--- config.mk ---
export PLATFORM = sky130hd
export DESIGN_NAME = psp_stage_ctrl
export DESIGN_NICKNAME = d
export VERILOG_FILES = /design/src/design/psp_pkg.sv /design/src/design/psp_stage_timer.sv /design/src/design/psp_stage_ctrl.sv
export SDC_FILE = /design/constraint.sdc
export NUM_CORES = 1
export LEC_CHECK = 0
export BUFFER_PORTS_ARGS = -buffer_cell sky130_fd_sc_hd__buf_2
export CAP_MARGIN = 20
export CORE_ASPECT_RATIO = 1.5
export CORE_MARGIN = 2
export CORE_UTILIZATION = 48
export CTS_BUF_LIST = sky130_fd_sc_hd__clkbuf_4 sky130_fd_sc_hd__clkbuf_8
export CTS_CLUSTER_DIAMETER = 30
export DETAILED_ROUTE_END_ITERATION = 7
export PLACE_DENSITY = 0.75
export SETUP_SLACK_MARGIN = 0.4
export SLEW_MARGIN = 30
export SYNTH_ARGS = -nofsm -noshare
export SYNTH_HDL_FRONTEND = slang
export SYNTH_SLANG_ARGS = --single-unit
--- constraint.sdc ---
create_clock -name sys_clk_in -period 4.6 [get_ports sys_clk_in]
set_clock_uncertainty 0.2 [all_clocks]
set_input_delay 0.46 -clock sys_clk_in [delete_from_list [all_inputs] [get_ports sys_clk_in]]
set_output_delay 0.46 -clock sys_clk_in [all_outputs]
set_load 0.05 [all_outputs]
--- src/design/psp_pkg.sv ---
// Constants, types and grouping decode for the power stage parallel block
`default_nettype none
package psp_pkg;
    // Stage indices into the eight-stage vectors
    localparam int PSP_LOW_1 = 0;
    localparam int PSP_LOW_2 = 1;
    localparam int PSP_LOW_3 = 2;
    localparam int PSP_LOW_4 = 3;
    localparam int PSP_HIGH_1 = 4;
    localparam int PSP_HIGH_2 = 5;
    localparam int PSP_HIGH_3 = 6;
    localparam int PSP_HIGH_4 = 7;
    localparam int PSP_STAGES = 8;

    // Serial command that loads the grouping register
    localparam logic [5:0] PSP_CONFIG_WRITE_CODE = 6'h33;
    localparam logic [7:0] PSP_GROUPING_RESET = 8'h00;

    // Latched fault codes
    localparam logic [1:0] PSP_FAULT_NONE = 2'h0;
    localparam logic [1:0] PSP_FAULT_OPEN = 2'h1;
    localparam logic [1:0] PSP_FAULT_SHORT = 2'h2;
    localparam logic [1:0] PSP_FAULT_OVC = 2'h3;

    // Timing, printed figures in ns, clock period 10 ns
    localparam longint PSP_CLK_PERIOD_NS = 10;
    localparam longint PSP_OVC_LOW_NS = 3000;
    localparam longint PSP_OVC_HIGH_NS = 4000;
    localparam longint PSP_OVC_PAR_NS = 8000;
    localparam longint PSP_OFF_FILTER_NS = 10000;
    localparam longint PSP_MASK_LOW_NS = 400000;
    localparam longint PSP_MASK_HIGH_NS = 1400000;
    localparam longint PSP_HOLD_NS = 600000000;
    localparam int PSP_OVC_LOW_CYC = int'(PSP_OVC_LOW_NS / PSP_CLK_PERIOD_NS);
    localparam int PSP_OVC_HIGH_CYC =
        int'(PSP_OVC_HIGH_NS / PSP_CLK_PERIOD_NS);
    localparam int PSP_OVC_PAR_CYC = int'(PSP_OVC_PAR_NS / PSP_CLK_PERIOD_NS);
    localparam int PSP_OFF_FILTER_CYC =
        int'(PSP_OFF_FILTER_NS / PSP_CLK_PERIOD_NS);
    localparam int PSP_MASK_LOW_CYC =
        int'(PSP_MASK_LOW_NS / PSP_CLK_PERIOD_NS);
    localparam int PSP_MASK_HIGH_CYC =
        int'(PSP_MASK_HIGH_NS / PSP_CLK_PERIOD_NS);
    localparam int PSP_HOLD_CYC = int'(PSP_HOLD_NS / PSP_CLK_PERIOD_NS);

    // Serial command from the host
    typedef struct packed {
        logic valid;
        logic [5:0] code;
        logic [7:0] data;
    } psp_cmd_type;

    // Analog sense of one stage
    typedef struct packed {
        logic ovc;
        logic [1:0] off_level;
    } psp_sense_type;

    // Active groups decoded from the grouping register
    typedef struct packed {
        logic low_12;
        logic low_34;
        logic low_234;
        logic low_all;
        logic high_12;
        logic high_34;
        logic high_234;
        logic high_all;
    } psp_groups_type;

    // Unlisted values leave every stage single
    function automatic psp_groups_type psp_decode(input logic [7:0] v);
        psp_groups_type g;
        g = '0;
        unique case (v)
            8'h02: g.low_12 = 1'b1;
            8'h04: begin
                g.low_12 = 1'b1;
                g.low_34 = 1'b1;
            end
            8'h08, 8'h48: g.low_all = 1'b1;
            8'h06: g.high_12 = 1'b1;
            8'h0e: begin
                g.high_12 = 1'b1;
                g.high_34 = 1'b1;
            end
            8'h0a, 8'h5a: g.high_all = 1'b1;
            8'h84: g.high_234 = 1'b1;
            8'h8c: g.low_234 = 1'b1;
            8'h12: begin
                g.low_12 = 1'b1;
                g.high_34 = 1'b1;
            end
            8'h14: begin
                g.low_12 = 1'b1;
                g.low_34 = 1'b1;
                g.high_34 = 1'b1;
            end
            8'hf4: begin
                g.low_234 = 1'b1;
                g.high_234 = 1'b1;
            end
            8'h36: begin
                g.low_34 = 1'b1;
                g.high_12 = 1'b1;
            end
            8'h74: g.low_12 = 1'b1;
            8'h2e: begin
                g.low_34 = 1'b1;
                g.high_12 = 1'b1;
                g.high_34 = 1'b1;
            end
            8'h56: begin
                g.low_all = 1'b1;
                g.high_12 = 1'b1;
            end
            8'h18: begin
                g.low_all = 1'b1;
                g.high_34 = 1'b1;
            end
            8'h42: begin
                g.low_12 = 1'b1;
                g.high_all = 1'b1;
            end
            8'h44: begin
                g.low_34 = 1'b1;
                g.high_all = 1'b1;
            end
            8'hb6: begin
                g.low_12 = 1'b1;
                g.high_12 = 1'b1;
            end
            default: g = '0;
        endcase
        return g;
    endfunction
endpackage
`default_nettype wire

--- src/design/psp_stage_timer.sv ---
// One power stage: overcurrent trip, off-state mask and filter, fault latch
`default_nettype none
module psp_stage_timer #(
    parameter int OVC_SINGLE_CYC = 400,
    parameter int OVC_PAR_CYC = 800,
    parameter int MASK_CYC = 40000,
    parameter int OFF_FILTER_CYC = 1000
) (
    // Clock and reset
    input wire logic sys_clk_in,
    input wire logic reset_n_in,
    // Control
    input wire logic cmd_on_in,
    input wire logic cut_in,
    input wire logic paralleled_in,
    input wire logic diag_read_in,
    // Sense
    input wire psp_pkg::psp_sense_type sense_in,
    // Results
    output logic drive_out,
    output logic [1:0] fault_out
);
    import psp_pkg::*;

    localparam int CW = $clog2(MASK_CYC + OVC_PAR_CYC + OFF_FILTER_CYC + 2);

    if (OVC_SINGLE_CYC < 1 || OVC_PAR_CYC < 1 || MASK_CYC < 1 ||
        OFF_FILTER_CYC < 1) begin : g_bad
        $error("psp_stage_timer: counts must be at least one");
    end

    logic drive_q;
    logic trip_q;
    logic cmd_q;
    logic [CW-1:0] ovc_cnt_q;
    logic [CW-1:0] mask_cnt_q;
    logic [CW-1:0] off_cnt_q;
    logic [1:0] off_prev_q;
    logic [1:0] fault_q;
    logic [CW-1:0] ovc_limit;
    logic ovc_event;
    logic off_event;
    logic drive_d;

    // Grouped stages wait OVC_PAR_CYC instead of OVC_SINGLE_CYC before calling overcurrent
    assign ovc_limit = paralleled_in ? CW'(OVC_PAR_CYC - 1)
                                     : CW'(OVC_SINGLE_CYC - 1);
    // Each stage trips on its own comparator, never the group's
    assign ovc_event = drive_q && sense_in.ovc &&
                       ovc_cnt_q == ovc_limit;
    assign drive_d = cmd_on_in && !cut_in && !trip_q && !ovc_event;
    // Off diagnosis only once the mask has run out and the level held
    assign off_event = !drive_q && mask_cnt_q == '0 &&
                       sense_in.off_level != PSP_FAULT_NONE &&
                       sense_in.off_level == off_prev_q &&
                       off_cnt_q == CW'(OFF_FILTER_CYC - 1);

    // Output stage register
    always_ff @(posedge sys_clk_in) begin
        if (!reset_n_in) begin
            drive_q <= 1'b0;
            cmd_q <= 1'b0;
        end else begin
            drive_q <= drive_d;
            cmd_q <= cmd_on_in;
        end
    end

    // Overcurrent persistence counter
    always_ff @(posedge sys_clk_in) begin
        if (!reset_n_in) begin
            ovc_cnt_q <= '0;
        end else if (drive_q && sense_in.ovc && ovc_cnt_q != ovc_limit) begin
            ovc_cnt_q <= ovc_cnt_q + CW'(1);
        end else begin
            ovc_cnt_q <= '0;
        end
    end

    // Trip holds the stage off; release on re-command or diagnosis read
    always_ff @(posedge sys_clk_in) begin
        if (!reset_n_in) begin
            trip_q <= 1'b0;
        end else if (ovc_event) begin
            trip_q <= 1'b1;
        end else if (!cmd_on_in || (diag_read_in && cmd_q)) begin
            trip_q <= 1'b0;
        end
    end

    // Mask window restarts on every switch-off
    always_ff @(posedge sys_clk_in) begin
        if (!reset_n_in) begin
            mask_cnt_q <= '0;
        end else if (drive_q && !drive_d) begin
            mask_cnt_q <= CW'(MASK_CYC - 1);
        end else if (drive_q) begin
            mask_cnt_q <= '0;
        end else if (mask_cnt_q != '0) begin
            mask_cnt_q <= mask_cnt_q - CW'(1);
        end
    end

    // Off-state level must stay the same for the filter time
    always_ff @(posedge sys_clk_in) begin
        if (!reset_n_in) begin
            off_cnt_q <= '0;
            off_prev_q <= PSP_FAULT_NONE;
        end else begin
            off_prev_q <= sense_in.off_level;
            if (drive_q || mask_cnt_q != '0 ||
                sense_in.off_level == PSP_FAULT_NONE ||
                sense_in.off_level != off_prev_q) begin
                off_cnt_q <= '0;
            end else if (off_cnt_q != CW'(OFF_FILTER_CYC - 1)) begin
                off_cnt_q <= off_cnt_q + CW'(1);
            end
        end
    end

    // Fault latch: on fault overrides, first off fault sticks, set beats read
    always_ff @(posedge sys_clk_in) begin
        if (!reset_n_in) begin
            fault_q <= PSP_FAULT_NONE;
        end else if (ovc_event) begin
            fault_q <= PSP_FAULT_OVC;
        end else if (off_event && (fault_q == PSP_FAULT_NONE ||
                                   diag_read_in)) begin
            fault_q <= sense_in.off_level;
        end else if (diag_read_in) begin
            fault_q <= PSP_FAULT_NONE;
        end
    end

    assign drive_out = drive_q;
    assign fault_out = fault_q;
endmodule
`default_nettype wire

--- src/design/psp_stage_ctrl.sv ---
// Grouping register, stage routing, low battery hold and fault reporting
`default_nettype none
// How it works
// - Low pairs 1+2 and 3+4 may be paralleled
// - Config write command 110011 loads grouping register
// - Ungrouped stages run as independent singles
// - Low pairs: enable/diag per pair stage table
// - High pairs: H2 enables 1+2, H3 drives 3+4
// - High triple 2-3-4: enable H2, diag H3
// - Low triple 2-3-4: enable and diag on L2
// - Low quad: enable L2, diagnosis on L1
// - Low and high groups may combine, only in the listed table values
// - Grouped stages use an 8 us overcurrent filter (single: low 3 us, high 4 us)
// - Thresholds stay per stage whatever grouping
// - Low-side off diagnosis masked 400 us
// - Low-side off faults filtered 10 us
// - High-side off diagnosis masked 1.2-1.6 ms
// - High-side overcurrent filter about 4 us
// - Low battery: H1, H3 held on, then off
// - Diagnosis read clears latched fault codes
module psp_stage_ctrl #(
    parameter int MASK_LOW_CYC = psp_pkg::PSP_MASK_LOW_CYC,
    parameter int MASK_HIGH_CYC = psp_pkg::PSP_MASK_HIGH_CYC,
    parameter int HOLD_CYC = psp_pkg::PSP_HOLD_CYC
) (
    // Clock and reset
    input wire logic sys_clk_in,
    input wire logic reset_n_in,
    // Serial command and diagnosis read
    input wire psp_pkg::psp_cmd_type cmd_in,
    input wire logic diag_read_in,
    // Stage commands and sense
    input wire logic [7:0] stage_cmd_in,
    input wire psp_pkg::psp_sense_type [7:0] stage_sense_in,
    input wire logic low_batt_in,
    // Results
    output logic [7:0] stage_drive_out,
    output logic [15:0] stage_fault_out,
    output logic [7:0] grouping_out,
    output logic [7:0] paralleled_out
);
    import psp_pkg::*;

    if (MASK_LOW_CYC < 1 || MASK_HIGH_CYC < 1 || HOLD_CYC < 1) begin : g_bad
        $error("psp_stage_ctrl: counts must be at least one");
    end

    logic [7:0] grouping_q;
    psp_groups_type groups;
    logic [2:0] src_idx [PSP_STAGES];
    logic [2:0] diag_idx [PSP_STAGES];
    logic [7:0] member;
    logic [7:0] eff_cmd;
    logic [7:0] cut;
    logic [7:0] drive;
    logic [1:0] fault [PSP_STAGES];
    logic [15:0] fault_d;
    logic [31:0] hold_cnt_q;
    logic batt_cut_q;

    // Grouping register, write-only from the serial link
    always_ff @(posedge sys_clk_in) begin
        if (!reset_n_in) begin
            grouping_q <= PSP_GROUPING_RESET;
        end else if (cmd_in.valid &&
                     cmd_in.code == PSP_CONFIG_WRITE_CODE) begin
            grouping_q <= cmd_in.data;
        end
    end

    // Table lookup; values not listed fall back to all single
    assign groups = psp_decode(grouping_q);

    // Who commands and who reports each stage
    always_comb begin
        for (int i = 0; i < PSP_STAGES; i++) begin
            src_idx[i] = 3'(i);
            diag_idx[i] = 3'(i);
        end
        member = 8'h00;
        if (groups.low_12) begin
            src_idx[PSP_LOW_1] = 3'(PSP_LOW_2);
            src_idx[PSP_LOW_2] = 3'(PSP_LOW_2);
            diag_idx[PSP_LOW_1] = 3'(PSP_LOW_1);
            diag_idx[PSP_LOW_2] = 3'(PSP_LOW_1);
            member[PSP_LOW_1] = 1'b1;
            member[PSP_LOW_2] = 1'b1;
        end
        if (groups.low_34) begin
            src_idx[PSP_LOW_4] = 3'(PSP_LOW_3);
            diag_idx[PSP_LOW_4] = 3'(PSP_LOW_3);
            member[PSP_LOW_3] = 1'b1;
            member[PSP_LOW_4] = 1'b1;
        end
        if (groups.low_234) begin
            src_idx[PSP_LOW_3] = 3'(PSP_LOW_2);
            src_idx[PSP_LOW_4] = 3'(PSP_LOW_2);
            diag_idx[PSP_LOW_3] = 3'(PSP_LOW_2);
            diag_idx[PSP_LOW_4] = 3'(PSP_LOW_2);
            member[PSP_LOW_4:PSP_LOW_2] = 3'h7;
        end
        if (groups.low_all) begin
            for (int i = PSP_LOW_1; i <= PSP_LOW_4; i++) begin
                src_idx[i] = 3'(PSP_LOW_2);
                diag_idx[i] = 3'(PSP_LOW_1);
            end
            member[PSP_LOW_4:PSP_LOW_1] = 4'hf;
        end
        if (groups.high_12) begin
            src_idx[PSP_HIGH_1] = 3'(PSP_HIGH_2);
            diag_idx[PSP_HIGH_2] = 3'(PSP_HIGH_1);
            member[PSP_HIGH_1] = 1'b1;
            member[PSP_HIGH_2] = 1'b1;
        end
        if (groups.high_34) begin
            src_idx[PSP_HIGH_4] = 3'(PSP_HIGH_3);
            diag_idx[PSP_HIGH_4] = 3'(PSP_HIGH_3);
            member[PSP_HIGH_3] = 1'b1;
            member[PSP_HIGH_4] = 1'b1;
        end
        if (groups.high_234) begin
            src_idx[PSP_HIGH_3] = 3'(PSP_HIGH_2);
            src_idx[PSP_HIGH_4] = 3'(PSP_HIGH_2);
            diag_idx[PSP_HIGH_2] = 3'(PSP_HIGH_3);
            diag_idx[PSP_HIGH_4] = 3'(PSP_HIGH_3);
            member[PSP_HIGH_4:PSP_HIGH_2] = 3'h7;
        end
        if (groups.high_all) begin
            for (int i = PSP_HIGH_1; i <= PSP_HIGH_4; i++) begin
                src_idx[i] = 3'(PSP_HIGH_2);
                diag_idx[i] = 3'(PSP_HIGH_1);
            end
            member[PSP_HIGH_4:PSP_HIGH_1] = 4'hf;
        end
    end

    // Low battery hold timer; restarts whenever battery recovers
    always_ff @(posedge sys_clk_in) begin
        if (!reset_n_in) begin
            hold_cnt_q <= '0;
            batt_cut_q <= 1'b0;
        end else if (!low_batt_in) begin
            hold_cnt_q <= '0;
            batt_cut_q <= 1'b0;
        end else if (!batt_cut_q) begin
            if (hold_cnt_q == 32'(HOLD_CYC - 1)) begin
                batt_cut_q <= 1'b1;
            end else begin
                hold_cnt_q <= hold_cnt_q + 32'h1;
            end
        end
    end

    // Per-stage routing and timers
    for (genvar i = 0; i < PSP_STAGES; i++) begin : g_stage
        localparam bit IS_LOW = i <= PSP_LOW_4;
        assign eff_cmd[i] = stage_cmd_in[src_idx[i]];
        // Only the two held high stages see the battery cut
        assign cut[i] = batt_cut_q &&
                        (i == PSP_HIGH_1 || i == PSP_HIGH_3);
        psp_stage_timer #(
            .OVC_SINGLE_CYC(IS_LOW ? PSP_OVC_LOW_CYC : PSP_OVC_HIGH_CYC),
            .OVC_PAR_CYC(PSP_OVC_PAR_CYC),
            .MASK_CYC(IS_LOW ? MASK_LOW_CYC : MASK_HIGH_CYC),
            .OFF_FILTER_CYC(PSP_OFF_FILTER_CYC)
        ) u_timer (
            .sys_clk_in(sys_clk_in),
            .reset_n_in(reset_n_in),
            .cmd_on_in(eff_cmd[i]),
            .cut_in(cut[i]),
            .paralleled_in(member[i]),
            .diag_read_in(diag_read_in),
            .sense_in(stage_sense_in[i]),
            .drive_out(drive[i]),
            .fault_out(fault[i])
        );
    end

    // Group faults gather on the reporting stage, others read clean
    always_comb begin
        fault_d = '0;
        for (int i = 0; i < PSP_STAGES; i++) begin
            for (int j = 0; j < PSP_STAGES; j++) begin
                if (diag_idx[j] == 3'(i)) begin
                    fault_d[2*i +: 2] = fault_d[2*i +: 2] | fault[j];
                end
            end
        end
    end

    // Registered fault report
    always_ff @(posedge sys_clk_in) begin
        if (!reset_n_in) begin
            stage_fault_out <= '0;
        end else begin
            stage_fault_out <= fault_d;
        end
    end

    assign stage_drive_out = drive;
    assign grouping_out = grouping_q;
    assign paralleled_out = member;
endmodule
`default_nettype wire

==> out/results.tsv <==
stage	metric	value	unit
status	outcome	completed	
placement	portBuffers	90	
final_layout	area.growth.synth_to_final	14.77	%
final_layout	drive_gt1_frac	0.1090	
flow_run	max-cap-violations	0	
pwr	seq_power_share	0.404	
timing	period_share	0.8009	
cts	clock_latency	0.67	ns
drt	wl	53.88	mm
timing	fmax	271.4	MHz
cts	cts_resized	0	
synth	yosysSeqAreaShare	0.4417	
pwr	switching_power	4.065	mW
critical_path	cp-end-kind	output port	
synth	synth_edf_count	0	
drt	drtAntennaViolNets	0	
global_routing	grt-ovfl-total	0	
global_routing	grt_util_all_layers	0.2095	
timing	slew_violations	0	
cts	clkSinkCount	521	
timing	relSlewSlack	0.4316	
synth	syn_inst	2760	
floorplanning	row_count	99	
pwr	combPwrFrac	0.212	
pwr	ir_drop	0.2646	mV
floorplanning	start_util	0.4851	
final_layout	multiInputGateArea	12500	µm²
final_layout	fillers	4271	
pwr	p_leak	9.804	nW
final_layout	seqCellArea	10430	µm²
critical_path	path_class	register to output port	
floorplanning	io_pins	91	
timing	rsz0062_at_grt	no	
drt	drc_errors	0	
critical_path	crit_chain	and2_1 -> o32a_1 -> o21ai_0 -> a211oi_1 -> inv_1 -> buf_2	
final_layout	utilization	0.5567	
synth	ys_warn_count	0	
critical_path	worst_setup_path_start_kind	register	
floorplanning	dieArea	51030	µm²
critical_path	worstPathRequired	3.94	ns
drt	vias_per_cell	5.414	
pwr	p_sw_frac	0.3031	
critical_path	critPathArrivalTime	3.02	ns
placement	gp_congestion	0.8676	
cts	ctsRootBufferMaster	clkbuf_8	
synth	avgSynthCellArea	8.556	µm²
floorplanning	die_w	185.1	µm
cts	clkTransAtPathRegs	0.06	ns
synth	ys_types	86	
global_routing	grt_pass1_vias	19440	
timing	hold_viol_final	0	
global_routing	antenna_found_initial	7	
drt	drt_iter0_drc	981	
final_layout	nets	2969	
floorplanning	core	48680	µm²
floorplanning	die-height	275.7	µm
cts	clock_path_buffers	3	
cts	ctsHoldBuffers	32	
drt	drtPass1Iterations	8	
critical_path	crit_fanout	19	
drt	wire_per_inst	14.82	µm
timing	post-route-min-period	3.684	ns
timing	worst_pin_slew	0.8461	ns
placement	hpwl	38.17	mm
pwr	clkPwrFrac	0.384	
synth	synth-seq-cells	521	
synth	dominantRegCellSynth	dfxtp_1	
pwr	powerDensity	494.9	nW/µm²
critical_path	cpMaxStageDelayCell	dfxtp_1	
synth	synth.area.top_cells	dfxtp_1 44%, nor2_1 8.0%, xor2_1 7.2%	
placement	dpl.cell_count	3421	
critical_path	slowest_delay	0.71	ns
global_routing	grt_max_degree	43	
synth	yosys-top-cells-count	521 x dfxtp_1, 505 x nor2_1, 236 x nand2_1, 194 x xor2_1, 181 x xnor2_1	
min_path	min_path_type	input port to register	
synth	synth.top_cell.area_share	0.4417	
final_layout	fin_cells	3635	
cts	cts_setup_buffers	0	
synth	yosys.area.top_type	dfxtp_1	
synth	synthArstFlopShare	0	
drt	via_count	19680	
synth	synth_most_common_cell	dfxtp_1	
synth	syn_nets	2836	
cts	htreeDepth	3	
critical_path	critPathBufInv	2	
synth	synth_area	23620	µm²
timing	tns	0	ns
global_routing	grt_pass1_wl	88.59	mm
cts	tritoncts	built	
timing	final-setup-viol-count	0	
critical_path	cp_top_family	compound AO/OA/AOI/OAI gates	
cts	cts_buffers	94	
pwr	internal-power	9.347	mW
cell type report:
cell class                 count  share of cell area
tap                          656             0.03028
timing repair buffer         126             0.02964
antenna                        7           0.0006463
clock inverter                53             0.02585
sequential                   521              0.3848
inverter                      65            0.009002
multi-input combinational   2085              0.4612
clock buffer                 122             0.05849
sequential cells by signal (all words and copies together), names as in the netlist, 8 cells and up:
register and count:
stage_fault_out 16, g_stage.u_timer.mask_cnt_q 136, g_stage.u_timer.cmd_q 8, g_stage.u_timer.off_cnt_q 136, hold_cnt_q 32, g_stage.u_timer.drive_out 8
g_stage.u_timer.ovc_cnt_q 136, g_stage.u_timer.trip_q 8, g_stage.u_timer.fault_out 16, g_stage.u_timer.off_prev_q 16, grouping_out 8
routing by layer:
metal | vias to the layer above | global-route usage | part of all wire
li1 | 9758 | - | -
met2 | 383 | 0.3931 | 0.52
met3 | 151 | 0.03470 | 0.038
met1 | 9387 | 0.2187 | 0.40
met4 | 0 | 0.1201 | 0.048
met5 | - | 0 | 0
layout by cell type (no fill, tap or decap), drive strengths merged, types with 14 or more instances in the layout:
| cell | count |
|---|---|
| a21oi | 100 |
| and2 | 37 |
| and3 | 64 |
| and4 | 16 |
| buf | 94 |
| bufinv | 14 |
| clkbuf | 122 |
| clkinv | 27 |
| dfxtp | 521 |
| dlygate4sd3 | 32 |
| ha | 25 |
| inv | 66 |
| mux2i | 29 |
| nand2 | 237 |
| nand2b | 18 |
| nand3 | 132 |
| nand4 | 60 |
| nor2 | 505 |
| nor2b | 14 |
| nor3 | 83 |
| nor3b | 17 |
| nor4 | 64 |
| nor4b | 15 |
| o21ai | 80 |
| or3 | 42 |
| or4 | 27 |
| xnor2 | 181 |
| xor2 | 194 |
stage by stage:
| stage | setup slack, ns | hold WS [ns] | total power, mW | instance area [µm²] |
|---|---|---|---|---|
| after detailed placement | 1.337 | 0.2342 | 8.267 | 24460 |
| after floorplan | 1.554 | 0.2107 | 7.716 | 23620 |
| after global routing | 0.7232 | 0.07114 | 14.15 | 27100 |
| after global placement | 1.417 | 0.2227 | 8.130 | 24460 |
| final | 0.9160 | 0.06620 | 13.41 | 27100 |
| after CTS | 0.8698 | 0.02796 | 13.48 | 27070 |
kinds of logic (layout without fill, tap and decap cells):
family / Yosys count / in the layout / share of synthesized area
AOI/OAI and AO/OA: 268 / 268 / 0.07158
xor gates and xnor gates: 375 / 375 / 0.1391
adders and majority gates: 25 / 25 / 0.01325
buffers and inverters: 154 / 366 / 0.02972
DFF: 521 / 521 / 0.4417
muxes: 33 / 33 / 0.01436
other: 0 / 7 / 0
and+or+nand+nor: 1384 / 1384 / 0.2903
worst min-delay path, delay by kind of cell:
kind | cells | cell delay [ns]
buf+inv | 2 | 0.19
mux | 1 | 0.16
simple gates | 1 | 0.07
final timing paths:
check                                   from                          endpoint  slack, ns  depth (start not counted)
max                          grouping_out[4]                 paralleled_out[1]       0.92                          6
min                          stage_cmd_in[0]          g_stage[0].u_timer.cmd_q       0.07                          4
max reg2reg                  grouping_out[2]  g_stage[6].u_timer.ovc_cnt_q[10]       1.34                          7
min reg2reg  g_stage[5].u_timer.ovc_cnt_q[0]   g_stage[5].u_timer.ovc_cnt_q[0]       0.24                          1
power groups by stage:
stage          sequential [mW]  combinational (mW)  clock (mW)
6_report                  5.42                2.84        5.16
2_1_floorplan             5.38                2.33           0
4_1_cts                   5.41                2.82        5.25
5_1_grt                   5.48                3.21        5.46
3_3_place_gp              5.46                2.67           0
3_5_place_dp              5.50                2.77           0
Power figures use the tool's default switching activity.
